**src/rtl/rise_qualifier_regs.vh**
```
`ifndef RISE_QUALIFIER_REGS_VH
`define RISE_QUALIFIER_REGS_VH
// register indices (byte offsets on the plain port)
`define RQ_ADDR_ENABLE_LOW   4'h0
`define RQ_ADDR_ENABLE_HIGH  4'h1
`define RQ_ADDR_MODE_LOW     4'h2
`define RQ_ADDR_MODE_HIGH    4'h3
`define RQ_ADDR_PHASE_DELAY  4'h4
`define RQ_ADDR_STATUS       4'h5
// field layout
`define RQ_LOW_BITS          8
`define RQ_HIGH_BITS         6
`define RQ_SOURCES           14
`define RQ_HIGH_MASK         8'h3f
// reset values
`define RQ_RESET_ENABLE      8'h00
`define RQ_RESET_MODE        8'h00
`define RQ_RESET_DELAY       8'h00
`endif

```
**src/rtl/rise_phase_delay.v**
```verilog
`timescale 1ns/10ps
module rise_phase_delay #(
  parameter WIDTH = 8
) (
  // clock and reset
  input  wire             core_clk,
  input  wire             nrst,
  // control
  input  wire             start,
  input  wire [WIDTH-1:0] delayCount,
  // result
  output reg              done,
  output reg              busy
);

  reg [WIDTH-1:0] count_r;

  // counts delayCount cycles after start, then pulses done
  always @(posedge core_clk or negedge nrst) begin
    if (!nrst) begin
      count_r <= {WIDTH{1'b0}};
      done    <= 1'b0;
      busy    <= 1'b0;
    end else begin
      done <= 1'b0;
      if (start && !busy) begin
        if (delayCount == {WIDTH{1'b0}}) begin
          done <= 1'b1;
        end else begin
          count_r <= delayCount;
          busy    <= 1'b1;
        end
      end else if (busy) begin
        if (count_r == {{(WIDTH-1){1'b0}}, 1'b1}) begin
          done <= 1'b1;
          busy <= 1'b0;
        end
        count_r <= count_r - {{(WIDTH-1){1'b0}}, 1'b1};
      end
    end
  end

endmodule // rise_phase_delay

```
**src/rtl/rise_event_qualifier.v**
```verilog
// The implementer's own choices: the address-and-strobe port and the address map.
`timescale 1ns/10ps
`include "rise_qualifier_regs.vh"
module rise_event_qualifier #(
  parameter DELAY_WIDTH = 8
) (
  // clock and reset
  input  wire        core_clk,
  input  wire        nrst,
  // register port
  input  wire [3:0]  addr,
  input  wire [7:0]  wrData,
  input  wire        wrStrobe,
  input  wire        rdStrobe,
  output reg  [7:0]  rdData,
  // sources: pin, cmp1-4, capture1-2, pwm3-6, logic cells 1-3
  input  wire        srcPin,
  input  wire [3:0]  srcComparator,
  input  wire [1:0]  srcCapture,
  input  wire [3:0]  srcPwm,
  input  wire [2:0]  srcLogicCell,
  // events
  output reg         riseEvent,
  output reg         riseImmediate,
  output reg         riseDelayed
);

  ////////////////////////////////////////////////////////////////////////////
  // registers

  reg  [7:0]             enableLow_r;
  reg  [5:0]             enableHigh_r;
  reg  [7:0]             modeLow_r;
  reg  [5:0]             modeHigh_r;
  reg  [DELAY_WIDTH-1:0] phaseDelay_r;
  reg  [13:0]            srcPrev_r;
  reg                    pendingEdge_r;
  wire [13:0]            srcNow;
  wire [13:0]            enableAll;
  wire [13:0]            modeAll;
  wire [13:0]            edgeReq;
  wire [13:0]            levelReq;
  wire                   anyEdge;
  wire                   anyLevel;
  wire                   delayDone;
  wire                   delayBusy;

  // source order: pin, cmp1-4, cap1-2, pwm3 low; pwm4-6, cells high
  assign srcNow    = {srcLogicCell, srcPwm, srcCapture, srcComparator, srcPin};
  assign enableAll = {enableHigh_r, enableLow_r};
  assign modeAll   = {modeHigh_r, modeLow_r};

  always @(posedge core_clk or negedge nrst) begin
    if (!nrst) begin
      enableLow_r  <= `RQ_RESET_ENABLE;
      enableHigh_r <= 6'h00;
      modeLow_r    <= `RQ_RESET_MODE;
      modeHigh_r   <= 6'h00;
      phaseDelay_r <= {DELAY_WIDTH{1'b0}};
    end else if (wrStrobe) begin
      case (addr)
        `RQ_ADDR_ENABLE_LOW:  enableLow_r  <= wrData;
        `RQ_ADDR_ENABLE_HIGH: enableHigh_r <= wrData[5:0];
        `RQ_ADDR_MODE_LOW:    modeLow_r    <= wrData;
        `RQ_ADDR_MODE_HIGH:   modeHigh_r   <= wrData[5:0];
        `RQ_ADDR_PHASE_DELAY: phaseDelay_r <= wrData[DELAY_WIDTH-1:0];
        default: ;
      endcase
    end
  end

  always @(posedge core_clk or negedge nrst) begin
    if (!nrst) begin
      rdData <= 8'h00;
    end else if (rdStrobe) begin
      case (addr)
        `RQ_ADDR_ENABLE_LOW:  rdData <= enableLow_r;
        `RQ_ADDR_ENABLE_HIGH: rdData <= {2'b00, enableHigh_r};
        `RQ_ADDR_MODE_LOW:    rdData <= modeLow_r;
        `RQ_ADDR_MODE_HIGH:   rdData <= {2'b00, modeHigh_r};
        `RQ_ADDR_PHASE_DELAY: rdData <= phaseDelay_r;
        `RQ_ADDR_STATUS:      rdData <= {4'h0, pendingEdge_r, delayBusy, riseEvent, anyLevel};
        default:              rdData <= 8'h00;
      endcase
    end else begin
      rdData <= 8'h00;
    end
  end

  ////////////////////////////////////////////////////////////////////////////
  // qualification

  always @(posedge core_clk or negedge nrst) begin
    if (!nrst) begin
      srcPrev_r <= 14'h0000;
    end else begin
      srcPrev_r <= srcNow;
    end
  end

  assign edgeReq  = enableAll & modeAll & srcNow & ~srcPrev_r;
  assign levelReq = enableAll & ~modeAll & srcNow;
  assign anyEdge  = |edgeReq;
  assign anyLevel = |levelReq;

  // edge arriving while delay runs is held and started afterwards
  always @(posedge core_clk or negedge nrst) begin
    if (!nrst) begin
      pendingEdge_r <= 1'b0;
    end else if (anyEdge && delayBusy) begin
      pendingEdge_r <= 1'b1;
    end else if (!delayBusy) begin
      pendingEdge_r <= 1'b0;
    end
  end

  rise_phase_delay #(
    .WIDTH (DELAY_WIDTH)
  ) u_delay (
    .core_clk   (core_clk),
    .nrst       (nrst),
    .start      (anyEdge | pendingEdge_r),
    .delayCount (phaseDelay_r),
    .done       (delayDone),
    .busy       (delayBusy)
  );

  always @(posedge core_clk or negedge nrst) begin
    if (!nrst) begin
      riseEvent     <= 1'b0;
      riseImmediate <= 1'b0;
      riseDelayed   <= 1'b0;
    end else begin
      riseImmediate <= anyLevel;
      riseDelayed   <= delayDone;
      riseEvent     <= anyLevel | delayDone;
    end
  end

endmodule // rise_event_qualifier

```
**config.mk**
```make
export PLATFORM = sky130hd
export DESIGN_NAME = rise_event_qualifier
export DESIGN_NICKNAME = d
export VERILOG_FILES = /design/src/rtl/rise_phase_delay.v /design/src/rtl/rise_event_qualifier.v
export VERILOG_INCLUDE_DIRS = /design/src /design/src/rtl
export SDC_FILE = /design/constraint.sdc
export NUM_CORES = 1
export LEC_CHECK = 0
export BUFFER_PORTS_ARGS = -buffer_cell sky130_fd_sc_hd__buf_2
export CORE_AREA = 2 2 120 122
export DETAILED_ROUTE_END_ITERATION = 8
export DIE_AREA = 0 0 122 124
export PLACE_DENSITY = 0.4
export SYNTH_ARGS = -nofsm -noshare
export SYNTH_HDL_FRONTEND = slang
export SYNTH_SLANG_ARGS = --single-unit
```
**constraint.sdc**
```tcl
create_clock -name core_clk -period 2.4 [get_ports core_clk]
set_clock_uncertainty 0.2 [all_clocks]
set_input_delay 0.12 -clock core_clk [delete_from_list [all_inputs] [get_ports core_clk]]
set_output_delay 0.12 -clock core_clk [all_outputs]
set_load 0.01 [all_outputs]
```
After elaboration in Yosys (flattened, before gate mapping)

Index checks and enable logic that the tools add are counted.

Bits of input ports: 30
Bits in registers: 72
Word-level logic and storage cells: 61

Mux-type cells: 15
Eq/ne operators: 8
Reductions and logical operators: 14
$add $sub $neg: 1
Bitwise gates (word level): 9

Operators with widths:

| kind                                              | number |
|---|---|
| bitwise AND 14 bit                                | 5 |
| case mux 8 bit (6 select lines)                   | 1 |
| two-way mux 8 bit                                 | 4 |
| NOT 14 bit                                        | 2 |
| OR reduction 14 bit                               | 2 |
| AND reduction 2 bit                               | 6 |
| two-way mux 1 bit                                 | 10 |
| == test 4 x 2 -> 1 bit (second input constant)    | 2 |
| == test 4 x 3 -> 1 bit (second input constant)    | 2 |
| == test 8 x 1 -> 1 bit (second input constant)    | 1 |
| logical NOT 8 bit                                 | 1 |
| subtractor 8 x 1 -> 8 bit (second input constant) | 1 |
| == test 4 x 1 -> 1 bit (second input constant)    | 1 |
| logical NOT 4 bit                                 | 1 |
| inequality test 2 bit (second input constant)     | 2 |
| logical AND 1 bit                                 | 2 |
| bitwise OR 1 bit                                  | 2 |
| nonzero test 2 bit                                | 1 |
| logical NOT 1 bit                                 | 1 |

Logic depth before layout (Yosys ltp)

Gate-level depths: netlist (run 1).

Word-level depth: 8
Mapped depth: 7
Depth with buffers taken out: 7

By module

Synthesis (run 1) repeated with hierarchy kept, for this count alone.

Cells, all modules: 262
Area total of the unflattened synthesis: 3284.4 um2

Modules (own cells, without submodules):

| module               | cells an instance | area an instance (um2) | times used |
|---|---|---|---|
| rise_event_qualifier | 201               | 2702.6                 | 1 |
| rise_phase_delay     | 61                | 581.8                  | 1 |

Least setup slack after synthesis (run 1)

OpenSTA, ideal clock, no wires.

Path kind: reg2reg
Start point: register phaseDelay_r[2]
End point: register u_delay.busy
Clock period less this slack: 1.750 ns
Data arrival time: 1.419 ns
Setup slack: 0.650 ns
Cell stages (with the launch flop): 6
Path through: dfrtp_1 -> or4_1 -> nor2_2 -> buf_4 -> nor3_1 -> o21bai_1

Longest elaborated chain between the ends: 2

RTL lines:

| what                                   | RTL line                  | source |
|---|---|---|
| from (decl)                            | rise_event_qualifier.v:35 | `reg [DELAY_WIDTH-1:0] phaseDelay_r;` |
| from (signal assigned)                 | rise_event_qualifier.v:59 | `phaseDelay_r <= {DELAY_WIDTH{1'b0}};` |
| from (signal assigned)                 | rise_event_qualifier.v:66 | `` `RQ_ADDR_PHASE_DELAY: phaseDelay_r <= wrData[DELAY_WIDTH-1:0]; `` |
| logical NOT 8 bit                      | rise_phase_delay.v:27     | `if (delayCount == {WIDTH{1'b0}}) begin` |
| inequality test 2 bit (no source line) | -                         |  |
| to (signal assigned)                   | rise_phase_delay.v:23     | `busy <= 1'b0;` |
| to (signal assigned)                   | rise_phase_delay.v:31     | `busy <= 1'b1;` |
| to (signal assigned)                   | rise_phase_delay.v:36     | `busy <= 1'b0;` |
| to (decl)                              | rise_phase_delay.v:13     | `output reg busy` |

Every way passes these cells.
A chain may end at the register's enable or synchronous reset.

Final worst setup path (run 1)

Start point: register phaseDelay_r[6]
End point: register u_delay.busy

The elaborated chain is that of the path after synthesis.

==> insert_results.sql, run 1 <==
INSERT INTO impl_metrics (metric_group, metric, value, unit) VALUES
('floorplanning', 'design.core.area', '0.0137', 'mm^2'),
('cts', 'cts.root.buffer_cell', 'sky130_fd_sc_hd__clkbuf_16', ''),
('drt', 'num_vias', '2548', ''),
('sta', 'report.final.hold_viol_count', '0', ''),
('drt', 'drt-wirelength-per-cell', '18.0', 'um'),
('critical_path', 'reg2reg_slack', '0.33', 'ns'),
('sta', 'rsz_0062_raised_after_global_routing', 'no', ''),
('finish', 'finalNonFillerCells', '540', ''),
('sta', 'fmax', '484', 'MHz'),
('placed_design', 'dp_hpwl', '7210', 'um'),
('critical_path', 'cp.arrival', '2.06', 'ns'),
('drt', 'drt_first_pass_iters', '4', ''),
('sta', 'worst-slew-pin-transition', '0.535', 'ns'),
('cts', 'postCtsSetupBuffers', '0', ''),
('global_routing', 'global_route_usage_sum', '13.9', '%'),
('cts', 'clock_latency', '0.34', 'ns'),
('floorplanning', 'core.rowCount', '43', ''),
('critical_path', 'cp-end-kind', 'register', ''),
('drt', 'finalWirelength', '9740', 'um'),
('cts', 'clock_path_buffers', '2', ''),
('cts', 'cts-htree-levels', '3', ''),
('synth', 'number_of_flops_mapped_to_enable_cells_by_yosys', '0', ''),
('critical_path', 'timing.rr.end', 'u_delay.busy', ''),
('global_routing', 'grt_max_degree', '42', ''),
('synth', 'synth_cell_types', '48', ''),
('floorplanning', 'initial_utilization', '24.8', '%'),
('floorplanning', 'floorplan.die.width', '122', 'um'),
('floorplanning', 'ioPinCount', '41', ''),
('sta', 'setup_slack', '0.334', 'ns'),
('synth', 'synthCells', '282', ''),
('synth', 'synth-async-reset-ratio', '100', '%'),
('synth', 'seq_area_frac_synth', '53.1', '%'),
('placed_design', 'pre_cts_ws', '0.371', 'ns'),
('drt', 'vias_per_cell', '4.72', ''),
('floorplanning', 'die_height', '124', 'um'),
('global_routing', 'antenna_violations_before_repair', '0', ''),
('global_routing', 'remaining_global_route_overflow', '0', ''),
('power_and_ir_drop', 'cellLeakagePower', '1.82', 'nW'),
('sta', 'setup_total_negative_slack', '0', 'ns'),
('power_and_ir_drop', 'power.ir.vdd_worst', '0.000305', 'V'),
('power_and_ir_drop', 'total_power', '3.32', 'mW'),
('drt', 'antenna_left', '0', ''),
('cts', 'cts.sinks', '72', ''),
('finish', 'final_layout_size_suffix_gt1_share', '34.4', '%'),
('synth', 'synth_area', '0.00340', 'mm^2'),
('critical_path', 'cp-start-kind', 'register', ''),
('cts', 'cts_hold_buf', '24', ''),
('cts', 'numCtsBuffers', '9', ''),
('finish', 'antenna_cells', '0', ''),
('cts', 'clk_pin_slew', '0.05', 'ns'),
('critical_path', 'timing.critical_path.fanout_max', '12', ''),
('sta', 'slew-limit-headroom', '63.9', '%'),
('sta', 'finalCritPeriodShare', '86.1', '%'),
('status', 'run_status', 'finished, final reports clean', ''),
('critical_path', 'crit-reg2reg-launch', 'phaseDelay_r[6]', ''),
('synth', 'postSynthAreaPerCell', '12.0', 'um^2'),
('global_routing', 'grt_pass1_vias', '2615', ''),
('sta', 'hold-worst-slack', '0.0860', 'ns'),
('synth', 'synth_fp_nets', '314', ''),
('drt', 'post-route-drc-count', '0', ''),
('power_and_ir_drop', 'power_per_cell_area', '760', 'mW/mm^2'),
('finish', 'finalNetCount', '389', ''),
('placed_design', 'post-place-cells', '502', ''),
('cts', 'cts_tree', 'built', ''),
('sta', 'final.min_clock_period', '2.07', 'ns'),
('synth', 'synth_seq_cells', '72', ''),
('critical_path', 'critical_path_class', 'reg -> reg', ''),
('hold_path', 'min-delay-path-class', 'in -> async', ''),
('critical_path', 'critPathRequiredTime', '2.40', 'ns'),
('global_routing', 'wire_length_of_the_first_global_routing_pass', '15200', 'um'),
('finish', 'area_growth_syn_to_layout', '28.5', '%'),
('critical_path', 'ff2ff_path_depth', '4', ''),
('sta', 'slew_violations', '0', ''),
('synth', 'ys_warn_count', '0', ''),
('flow_run', 'maxCapViolations', '0', ''),
('sta', 'final-setup-viol-count', '0', ''),
('synth', 'dominantRegCellSynth', 'sky130_fd_sc_hd__dfrtp_1', ''),
('placed_design', 'numPortBuffers', '40', ''),
('floorplanning', 'die_area', '0.0151', 'mm^2'),
('drt', 'dr.first_iter.drc_count', '101', ''),
('cts', 'post_cts_resize_count', '0', ''),
('placed_design', 'routabilityCongestion', '0.779', '');
## kinds of logic (layout without fill, tap and decap cells)
logic type,after synthesis,after routing,share of synthesized area (%)
mux,48,48,15.8
flops,72,72,53.1
xor+xnor,2,2,0.516
compound gates,46,46,10.5
buf+inv,14,92,2.03
simple gates,98,98,17.4
fa+ha+maj,2,2,0.737
## cell usage after synthesis, types with 3 or more instances
master                     instances  area share [%]
sky130_fd_sc_hd__a211oi_2          3             1.1
sky130_fd_sc_hd__a21oi_1          11             1.6
sky130_fd_sc_hd__a22o_1            4             1.0
sky130_fd_sc_hd__a22oi_1           5             1.1
sky130_fd_sc_hd__buf_2             4            0.59
sky130_fd_sc_hd__dfrtp_1          72              53
sky130_fd_sc_hd__inv_1             6            0.66
sky130_fd_sc_hd__mux2_2           45              15
sky130_fd_sc_hd__mux2i_1           3            0.88
sky130_fd_sc_hd__nand2_1          26             2.9
sky130_fd_sc_hd__nand3_1           3            0.44
sky130_fd_sc_hd__nand3b_1          4            0.88
sky130_fd_sc_hd__nand4b_1         14             3.6
sky130_fd_sc_hd__nor2_1           15             1.7
sky130_fd_sc_hd__nor2_2            3            0.55
sky130_fd_sc_hd__nor2b_1           4            0.74
sky130_fd_sc_hd__nor3_1            5            0.74
sky130_fd_sc_hd__nor4_1            4            0.74
sky130_fd_sc_hd__o21ai_0           3            0.44
sky130_fd_sc_hd__o22ai_1           5            0.92
sky130_fd_sc_hd__o31a_1            4             1.0
sky130_fd_sc_hd__or3_1             3            0.55
sky130_fd_sc_hd__or3b_2            3            0.77
## where the power goes
group          total [mW]  switching, mW  internal, mW
Combinational       0.514          0.236         0.278
Sequential           1.56          0.173          1.38
Clock                1.25          0.472         0.773
Total                3.32          0.881          2.44
## worst max-delay path by stage
| stage | cells past startpoint | from | slack, ns | end |
|---|---|---|---|---|
| finish | 4 | phaseDelay_r[6] | 0.33 | u_delay.busy |
| global route | 7 | addr[2] | 0.23 | modeLow_r[1] |
| CTS | 4 | phaseDelay_r[6] | 0.35 | u_delay.busy |
| detailed placement | 4 | phaseDelay_r[6] | 0.37 | u_delay.busy |
| global placement | 4 | phaseDelay_r[2] | 0.40 | u_delay.busy |
| floorplan | 5 | phaseDelay_r[2] | 0.65 | u_delay.busy |
## registers in the layout (all words and copies together), names as in the netlist
register / cells
modeHigh_r: 6
rdData: 8
enableHigh_r: 6
enableLow_r: 8
u_delay.done: 1
riseDelayed: 1
riseEvent: 1
u_delay.busy: 1
phaseDelay_r: 8
pendingEdge_r: 1
riseImmediate: 1
srcPrev_r: 14
modeLow_r: 8
u_delay.count_r: 8
## area by class of cell
class / count / area [um^2]
clock buffer: 14 / 274
fill: 1414 / 9360
inverter: 6 / 22.5
multi-input combinational: 196 / 1530
sequential: 72 / 1800
tap: 180 / 225
timing repair buffer: 72 / 515
## metrics by stage
step           utilization (%)  area, um^2
4_1_cts                   31.8        4360
6_report                  31.8        4360
2_1_floorplan                -        3400
5_1_grt                   31.8        4360
3_5_place_dp              28.1        3850
3_3_place_gp              28.1        3850
## per-layer routing
metal / vias up / share of wire [%] / GRT usage (%)
met2: 47 / 46 / 21.1
met3: 15 / 3.2 / 2.52
met5: - / 0 / 0
met4: 0 / 2.2 / 6.47
met1: 1278 / 49 / 19.1
li1: 1208 / - / -
## critical path: stages, from the launching register on
cell	delay (ns)
sky130_fd_sc_hd__dfrtp_1	0.42
sky130_fd_sc_hd__or4_1	0.55
sky130_fd_sc_hd__nor2_2	0.43
sky130_fd_sc_hd__nor3_1	0.14
sky130_fd_sc_hd__o21bai_1	0.19
## cell usage in the layout (no fill, tap or decap), types with 6 or more instances in the layout
cell type / Yosys / layout
sky130_fd_sc_hd__inv_1: 6 / 6
sky130_fd_sc_hd__nand2_1: 26 / 26
sky130_fd_sc_hd__nand4b_1: 14 / 14
sky130_fd_sc_hd__a21oi_1: 11 / 11
sky130_fd_sc_hd__clkbuf_16: 0 / 9
sky130_fd_sc_hd__buf_2: 4 / 39
sky130_fd_sc_hd__dfrtp_1: 72 / 72
sky130_fd_sc_hd__buf_4: 1 / 8
sky130_fd_sc_hd__mux2_2: 45 / 45
sky130_fd_sc_hd__dlygate4sd3_1: 0 / 24
sky130_fd_sc_hd__nor2_1: 15 / 15
Power figures use the tool's default switching activity.
==> run 2, diff against run 1 <==
CAP_MARGIN = 20   (was default)
REMOVE_ABC_BUFFERS = 1   (was default)
==> run 2 against run 1 <==
  * Register-to-register slack improved by 0.12 ns
  * Final cell count increased by 0.93%
  * Worst hold slack got worse by 0.056 ns
  * Highest routed layer unchanged
==> insert_results.sql, run 2 (synthesized netlist as in run 1, its figures left out) <==
INSERT INTO impl_metrics (metric_group, metric, value, unit) VALUES
('status', 'run_status', 'finished, final reports clean', ''),
('sta', 'hold-worst-slack', '0.0298', 'ns'),
('critical_path', 'reg2reg_slack', '0.45', 'ns'),
('cts', 'cts_hold_buf', '24', ''),
('critical_path', 'worst_setup_path_startpoint', 'addr[2]', ''),
('power_and_ir_drop', 'cellLeakagePower', '1.84', 'nW'),
('floorplanning', 'die_height', '124', 'um'),
('cts', 'postCtsSetupBuffers', '0', ''),
('cts', 'cts_tree', 'built', ''),
('critical_path', 'critical_path_class', 'in -> reg', ''),
('finish', 'mostFrequentLayoutCell', 'sky130_fd_sc_hd__dfrtp_1', ''),
('critical_path', 'cp-end-kind', 'register', ''),
('cts', 'numCtsBuffers', '9', ''),
('cts', 'cts-htree-levels', '3', ''),
('finish', 'mostFrequentLayoutCells', 'sky130_fd_sc_hd__dfrtp_1 (72), sky130_fd_sc_hd__mux2_2 (45), sky130_fd_sc_hd__buf_2 (39)', ''),
('power_and_ir_drop', 'power_per_cell_area', '768', 'mW/mm^2'),
('global_routing', 'remaining_global_route_overflow', '0', ''),
('drt', 'met3_wirelength', '336', 'um'),
('global_routing', 'global_route_usage_sum', '14.4', '%'),
('global_routing', 'antenna_violations_before_repair', '0', ''),
('critical_path', 'ff2ff_path_depth', '6', ''),
('power_and_ir_drop', 'power.ir.vdd_worst', '0.000315', 'V'),
('drt', 'met1_length', '4710', 'um'),
('sta', 'rsz_0062_raised_after_global_routing', 'no', ''),
('hold_path', 'min_delay_path_depth', '3', ''),
('global_routing', 'grt_pass1_vias', '2708', ''),
('sta', 'slew-limit-headroom', '65.7', '%'),
('floorplanning', 'design.core.area', '0.0137', 'mm^2'),
('drt', 'num_vias', '2577', ''),
('sta', 'worst-slew-pin-transition', '0.507', 'ns'),
('cts', 'clk_pin_slew', '0.06', 'ns'),
('sta', 'finalCritPeriodShare', '85.3', '%'),
('drt', 'drt_first_pass_iters', '5', ''),
('finish', 'largest_register', 'srcPrev_r', ''),
('placed_design', 'dpl-instance-area', '0.00387', 'mm^2'),
('finish', 'area_growth_syn_to_layout', '29.1', '%'),
('placed_design', 'numPortBuffers', '40', ''),
('hold_path', 'min-delay-path-class', 'in -> reg', ''),
('drt', 'route.top_layer_used', 'met4', ''),
('sta', 'report.final.hold_viol_count', '0', ''),
('drt', 'post-route-drc-count', '0', ''),
('floorplanning', 'initial_utilization', '24.8', '%'),
('drt', 'dr.first_iter.drc_count', '165', ''),
('finish', 'layout.core_utilization', '32.0', '%'),
('floorplanning', 'ioPinCount', '41', ''),
('placed_design', 'routabilityCongestion', '0.753', ''),
('drt', 'finalWirelength', '9980', 'um'),
('drt', 'vias_per_cell', '4.73', ''),
('global_routing', 'grt_max_degree', '35', ''),
('sta', 'fmax', '489', 'MHz'),
('cts', 'clock_latency', '0.34', 'ns'),
('finish', 'num-fill-cells', '1417', ''),
('critical_path', 'cp.arrival', '2.06', 'ns'),
('finish', 'antenna_cells', '0', ''),
('cts', 'clock_path_buffers', '2', ''),
('sta', 'setup_total_negative_slack', '0', 'ns'),
('critical_path', 'timing.critical_path.fanout_max', '8', ''),
('floorplanning', 'die_area', '0.0151', 'mm^2'),
('global_routing', 'wire_length_of_the_first_global_routing_pass', '15800', 'um'),
('sta', 'slew_violations', '0', ''),
('drt', 'wl_met2', '4570', 'um'),
('critical_path', 'cp-start-kind', 'input port', ''),
('critical_path', 'crit-reg2reg-launch', 'modeHigh_r[5]', ''),
('finish', 'fin_area', '0.00439', 'mm^2'),
('sta', 'final.min_clock_period', '2.05', 'ns'),
('finish', 'final_layout_size_suffix_gt1_share', '34.8', '%'),
('floorplanning', 'core.rowCount', '43', ''),
('drt', 'drt-wirelength-per-cell', '18.3', 'um'),
('critical_path', 'timing.rr.end', 'u_delay.count_r[4]', ''),
('floorplanning', 'floorplan.die.width', '122', 'um'),
('cts', 'cts.root.buffer_cell', 'sky130_fd_sc_hd__clkbuf_16', ''),
('cts', 'post_cts_resize_count', '0', ''),
('flow_run', 'maxCapViolations', '0', ''),
('finish', 'finalNetCount', '394', ''),
('cts', 'cts.sinks', '72', ''),
('critical_path', 'critPathRequiredTime', '2.42', 'ns'),
('drt', 'antenna_left', '0', ''),
('sta', 'final-setup-viol-count', '0', ''),
('critical_path', 'crit_path_to', 'modeLow_r[6]', ''),
('placed_design', 'dp_hpwl', '7290', 'um'),
('finish', 'largest_reg_flops', '14', '');
## run 2: metal layers
metal | vias to the layer above | track usage, %
met2 | 48 | 22.0
li1 | 1224 | -
met3 | 20 | 2.84
met5 | - | 0
met1 | 1285 | 19.0
met4 | 0 | 7.90
## run 2: worst max-delay path: stages
cell	delay, ns
sky130_fd_sc_hd__dlygate4sd3_1	0.53
sky130_fd_sc_hd__buf_2	0.15
sky130_fd_sc_hd__nor2_4	0.18
sky130_fd_sc_hd__nand2_1	0.17
sky130_fd_sc_hd__nor2_1	0.30
sky130_fd_sc_hd__nand2_2	0.28
sky130_fd_sc_hd__mux2_2	0.34
## run 2: how the worst min path moves through the flow
stage | to | slack [ns] | start
2_1_floorplan | enableHigh_r[0] | -0.38 | nrst
3_3_place_gp | u_delay.count_r[3] | -0.08 | nrst
3_5_place_dp | u_delay.count_r[3] | -0.09 | nrst
4_1_cts | phaseDelay_r[7] | 0.03 | wrStrobe
5_1_grt | phaseDelay_r[7] | 0.04 | wrStrobe
6_report | phaseDelay_r[7] | 0.03 | wrStrobe
## run 2: layout make-up
class | instances | area, um^2 | area share, %
tap | 180 | 225 | 5.14
inverter | 6 | 22.5 | 0.514
clock inverter | 1 | 30.0 | 0.685
multi-input combinational | 196 | 1530 | 34.8
sequential | 72 | 1800 | 41.1
timing repair buffer | 77 | 541 | 12.3
clock buffer | 13 | 240 | 5.48
## run 2: power breakdown
group          switching (mW)  internal (mW)
sequential              0.169           1.38
combinational           0.246          0.289
clock                   0.487          0.794
total                   0.902           2.47
## run 2: per-stage QoR
step / power, mW / std cells / worst slack [ns]
floorplan: 1.82 / 274 / 0.530
global placement: 2.08 / 507 / 0.417
detailed placement: 2.09 / 507 / 0.450
CTS: 3.41 / 545 / 0.364
global route: 3.54 / 545 / 0.261
finish: 3.37 / 545 / 0.353
==> run 3, diff against run 2 <==
PLACE_DENSITY = default   (was 0.4)
PLACE_DENSITY_LB_ADDON = 0.3   (was default)
==> run 3 against run 2 <==
  * Via count hardly changed
  * Maximum frequency grew 0.62%
  * Critical endpoint is now u_delay.busy
  * Largest cell class unchanged
  * Critical path depth decreased by 3
  * First-iteration DRC count grew 11%
==> insert_results.sql, run 3 (synthesized netlist as in run 1, its figures left out) <==
INSERT INTO impl_metrics (metric_group, metric, value, unit) VALUES
('sta', 'slew_violations', '0', ''),
('global_routing', 'met3_usage', '3.85', '%'),
('placed_design', 'numPortBuffers', '40', ''),
('floorplanning', 'die_height', '124', 'um'),
('drt', 'antenna_left', '0', ''),
('cts', 'clock_latency', '0.33', 'ns'),
('sta', 'fmax', '492', 'MHz'),
('global_routing', 'grt_pass1_vias', '2595', ''),
('critical_path', 'cp-start-kind', 'register', ''),
('sta', 'setup_slack', '0.366', 'ns'),
('placed_design', 'routabilityCongestion', '0.840', ''),
('critical_path', 'critical_path_class', 'reg -> reg', ''),
('global_routing', 'antenna_violations_before_repair', '0', ''),
('sta', 'setup_total_negative_slack', '0', 'ns'),
('finish', 'largest_reg_flops', '14', ''),
('floorplanning', 'ioPinCount', '41', ''),
('power_and_ir_drop', 'cellLeakagePower', '1.83', 'nW'),
('placed_design', 'dp_hpwl', '6850', 'um'),
('floorplanning', 'floorplan.die.width', '122', 'um'),
('drt', 'finalWirelength', '9380', 'um'),
('drt', 'drt_first_pass_iters', '4', ''),
('finish', 'final_layout_size_suffix_gt1_share', '35.1', '%'),
('sta', 'rsz_0062_raised_after_global_routing', 'no', ''),
('global_routing', 'grt_max_degree', '73', ''),
('status', 'run_status', 'finished, final reports clean', ''),
('floorplanning', 'die_area', '0.0151', 'mm^2'),
('finish', 'area_growth_syn_to_layout', '28.7', '%'),
('critical_path', 'cp.arrival', '2.04', 'ns'),
('critical_path', 'cp-end-kind', 'register', ''),
('finish', 'finalNonFillerCells', '539', ''),
('global_routing', 'global_route_usage_sum', '13.2', '%'),
('finish', 'finalNetCount', '386', ''),
('sta', 'report.final.hold_viol_count', '0', ''),
('placed_design', 'pre_cts_ws', '0.382', 'ns'),
('flow_run', 'maxCapViolations', '0', ''),
('sta', 'slew-limit-headroom', '38.5', '%'),
('placed_design', 'post-place-cells', '500', ''),
('sta', 'worst-slew-pin-transition', '0.923', 'ns'),
('floorplanning', 'core.rowCount', '43', ''),
('floorplanning', 'initial_utilization', '24.8', '%'),
('critical_path', 'timing.critical_path.fanout_max', '12', ''),
('sta', 'final.min_clock_period', '2.03', 'ns'),
('cts', 'numCtsBuffers', '9', ''),
('cts', 'cts.sinks', '72', ''),
('finish', 'largest_register', 'srcPrev_r', ''),
('drt', 'num_vias', '2578', ''),
('finish', 'mostFrequentLayoutCell', 'sky130_fd_sc_hd__dfrtp_1', ''),
('cts', 'cts.root.buffer_cell', 'sky130_fd_sc_hd__clkbuf_16', ''),
('drt', 'dr.first_iter.drc_count', '183', ''),
('global_routing', 'met2_usage', '20.1', '%'),
('sta', 'finalCritPeriodShare', '84.8', '%'),
('power_and_ir_drop', 'power_per_cell_area', '790', 'mW/mm^2'),
('hold_path', 'min-delay-path-class', 'in -> reg', ''),
('global_routing', 'groute.layer.met1.usage', '17.8', '%'),
('cts', 'cts-htree-levels', '3', ''),
('global_routing', 'wire_length_of_the_first_global_routing_pass', '14800', 'um'),
('critical_path', 'critPathRequiredTime', '2.40', 'ns'),
('finish', 'mostFrequentLayoutCells', 'sky130_fd_sc_hd__dfrtp_1 (72), sky130_fd_sc_hd__mux2_2 (45), sky130_fd_sc_hd__buf_2 (39)', ''),
('power_and_ir_drop', 'power.ir.vdd_worst', '0.000331', 'V'),
('drt', 'post-route-drc-count', '0', ''),
('finish', 'antenna_cells', '0', ''),
('cts', 'post_cts_resize_count', '0', ''),
('sta', 'final-setup-viol-count', '0', ''),
('global_routing', 'remaining_global_route_overflow', '0', ''),
('drt', 'drt-wirelength-per-cell', '17.4', 'um'),
('cts', 'clock_path_buffers', '2', ''),
('cts', 'clk_pin_slew', '0.06', 'ns'),
('cts', 'cts_tree', 'built', ''),
('global_routing', 'grt_busiest_layer', 'met2', ''),
('drt', 'vias_per_cell', '4.78', ''),
('floorplanning', 'design.core.area', '0.0137', 'mm^2');
-- run 3: cell count changes in the layout (fill, tap and decap cells not counted) --
| cell | change |
|---|---|
| sky130_fd_sc_hd__clkbuf_8 | +3 |
| sky130_fd_sc_hd__dlygate4sd3_1 | -1 |
| sky130_fd_sc_hd__clkinv_2 | +1 |
| sky130_fd_sc_hd__clkinv_4 | +1 |
| sky130_fd_sc_hd__clkinvlp_4 | +1 |
| sky130_fd_sc_hd__clkbuf_1 | -4 |
| sky130_fd_sc_hd__buf_4 | -7 |
-- run 3: critical path, cell delays in order (launching register included) --
cell and delay [ns]:
sky130_fd_sc_hd__dfrtp_1 0.43, sky130_fd_sc_hd__or4_1 0.55, sky130_fd_sc_hd__nor2_2 0.41, sky130_fd_sc_hd__nor3_1 0.14
sky130_fd_sc_hd__o21bai_1 0.18
-- run 3: path summary, 6_finish.rpt --
check                                start            endpoint  slack (ns)  cells after the start
max reg2reg                phaseDelay_r[5]        u_delay.busy        0.37                      4
max                        phaseDelay_r[5]        u_delay.busy        0.37                      4
min reg2reg                   u_delay.done         riseDelayed        0.17                      0
min                                addr[2]           rdData[4]        0.02                      4
max in group asynchronous             nrst      enableLow_r[1]        1.13                      2
min in group asynchronous             nrst  u_delay.count_r[4]        0.26                      2
-- run 3: cell type report --
cell class	instances	area, um^2
Inverter	6	22.5
Fill cell	1404	9350
Timing Repair Buffer	69	478
Clock inverter	4	51.3
Multi-Input combinational cell	196	1530
Clock buffer	12	267
Sequential cell	72	1800
Tap cell	180	225
-- run 3: stage by stage --
stage | utilization (%) | total power [mW] | hold WS (ns) | area (um^2)
after floorplan | - | 1.82 | -0.376 | 3350
after global routing | 31.9 | 3.62 | 0.0318 | 4370
after global placement | 27.9 | 2.04 | 0.0547 | 3820
after CTS | 31.9 | 3.49 | 0.00262 | 4370
after detailed placement | 27.9 | 2.05 | 0.0550 | 3820
final | 31.9 | 3.45 | 0.0199 | 4370
-- run 3: routing by layer --
layer / vias to the layer above / part of all wire [%]
li1: 1205 / -
met1: 1286 / 45
met2: 71 / 47
met3: 16 / 6.1
met4: 0 / 2.0
met5: - / 0
-- run 3: timing repair --
item | CTS | global route
hold buffers | 23 | 0
endpoints found under the hold margin | 122 | 0
buffers inserted | 0 | 0
-- run 3: power breakdown --
group	internal (mW)	switching, mW	leakage (nW)
Combinational	0.273	0.238	0.804
Clock	0.889	0.501	0.155
Sequential	1.38	0.168	0.868
Total	2.55	0.907	1.83
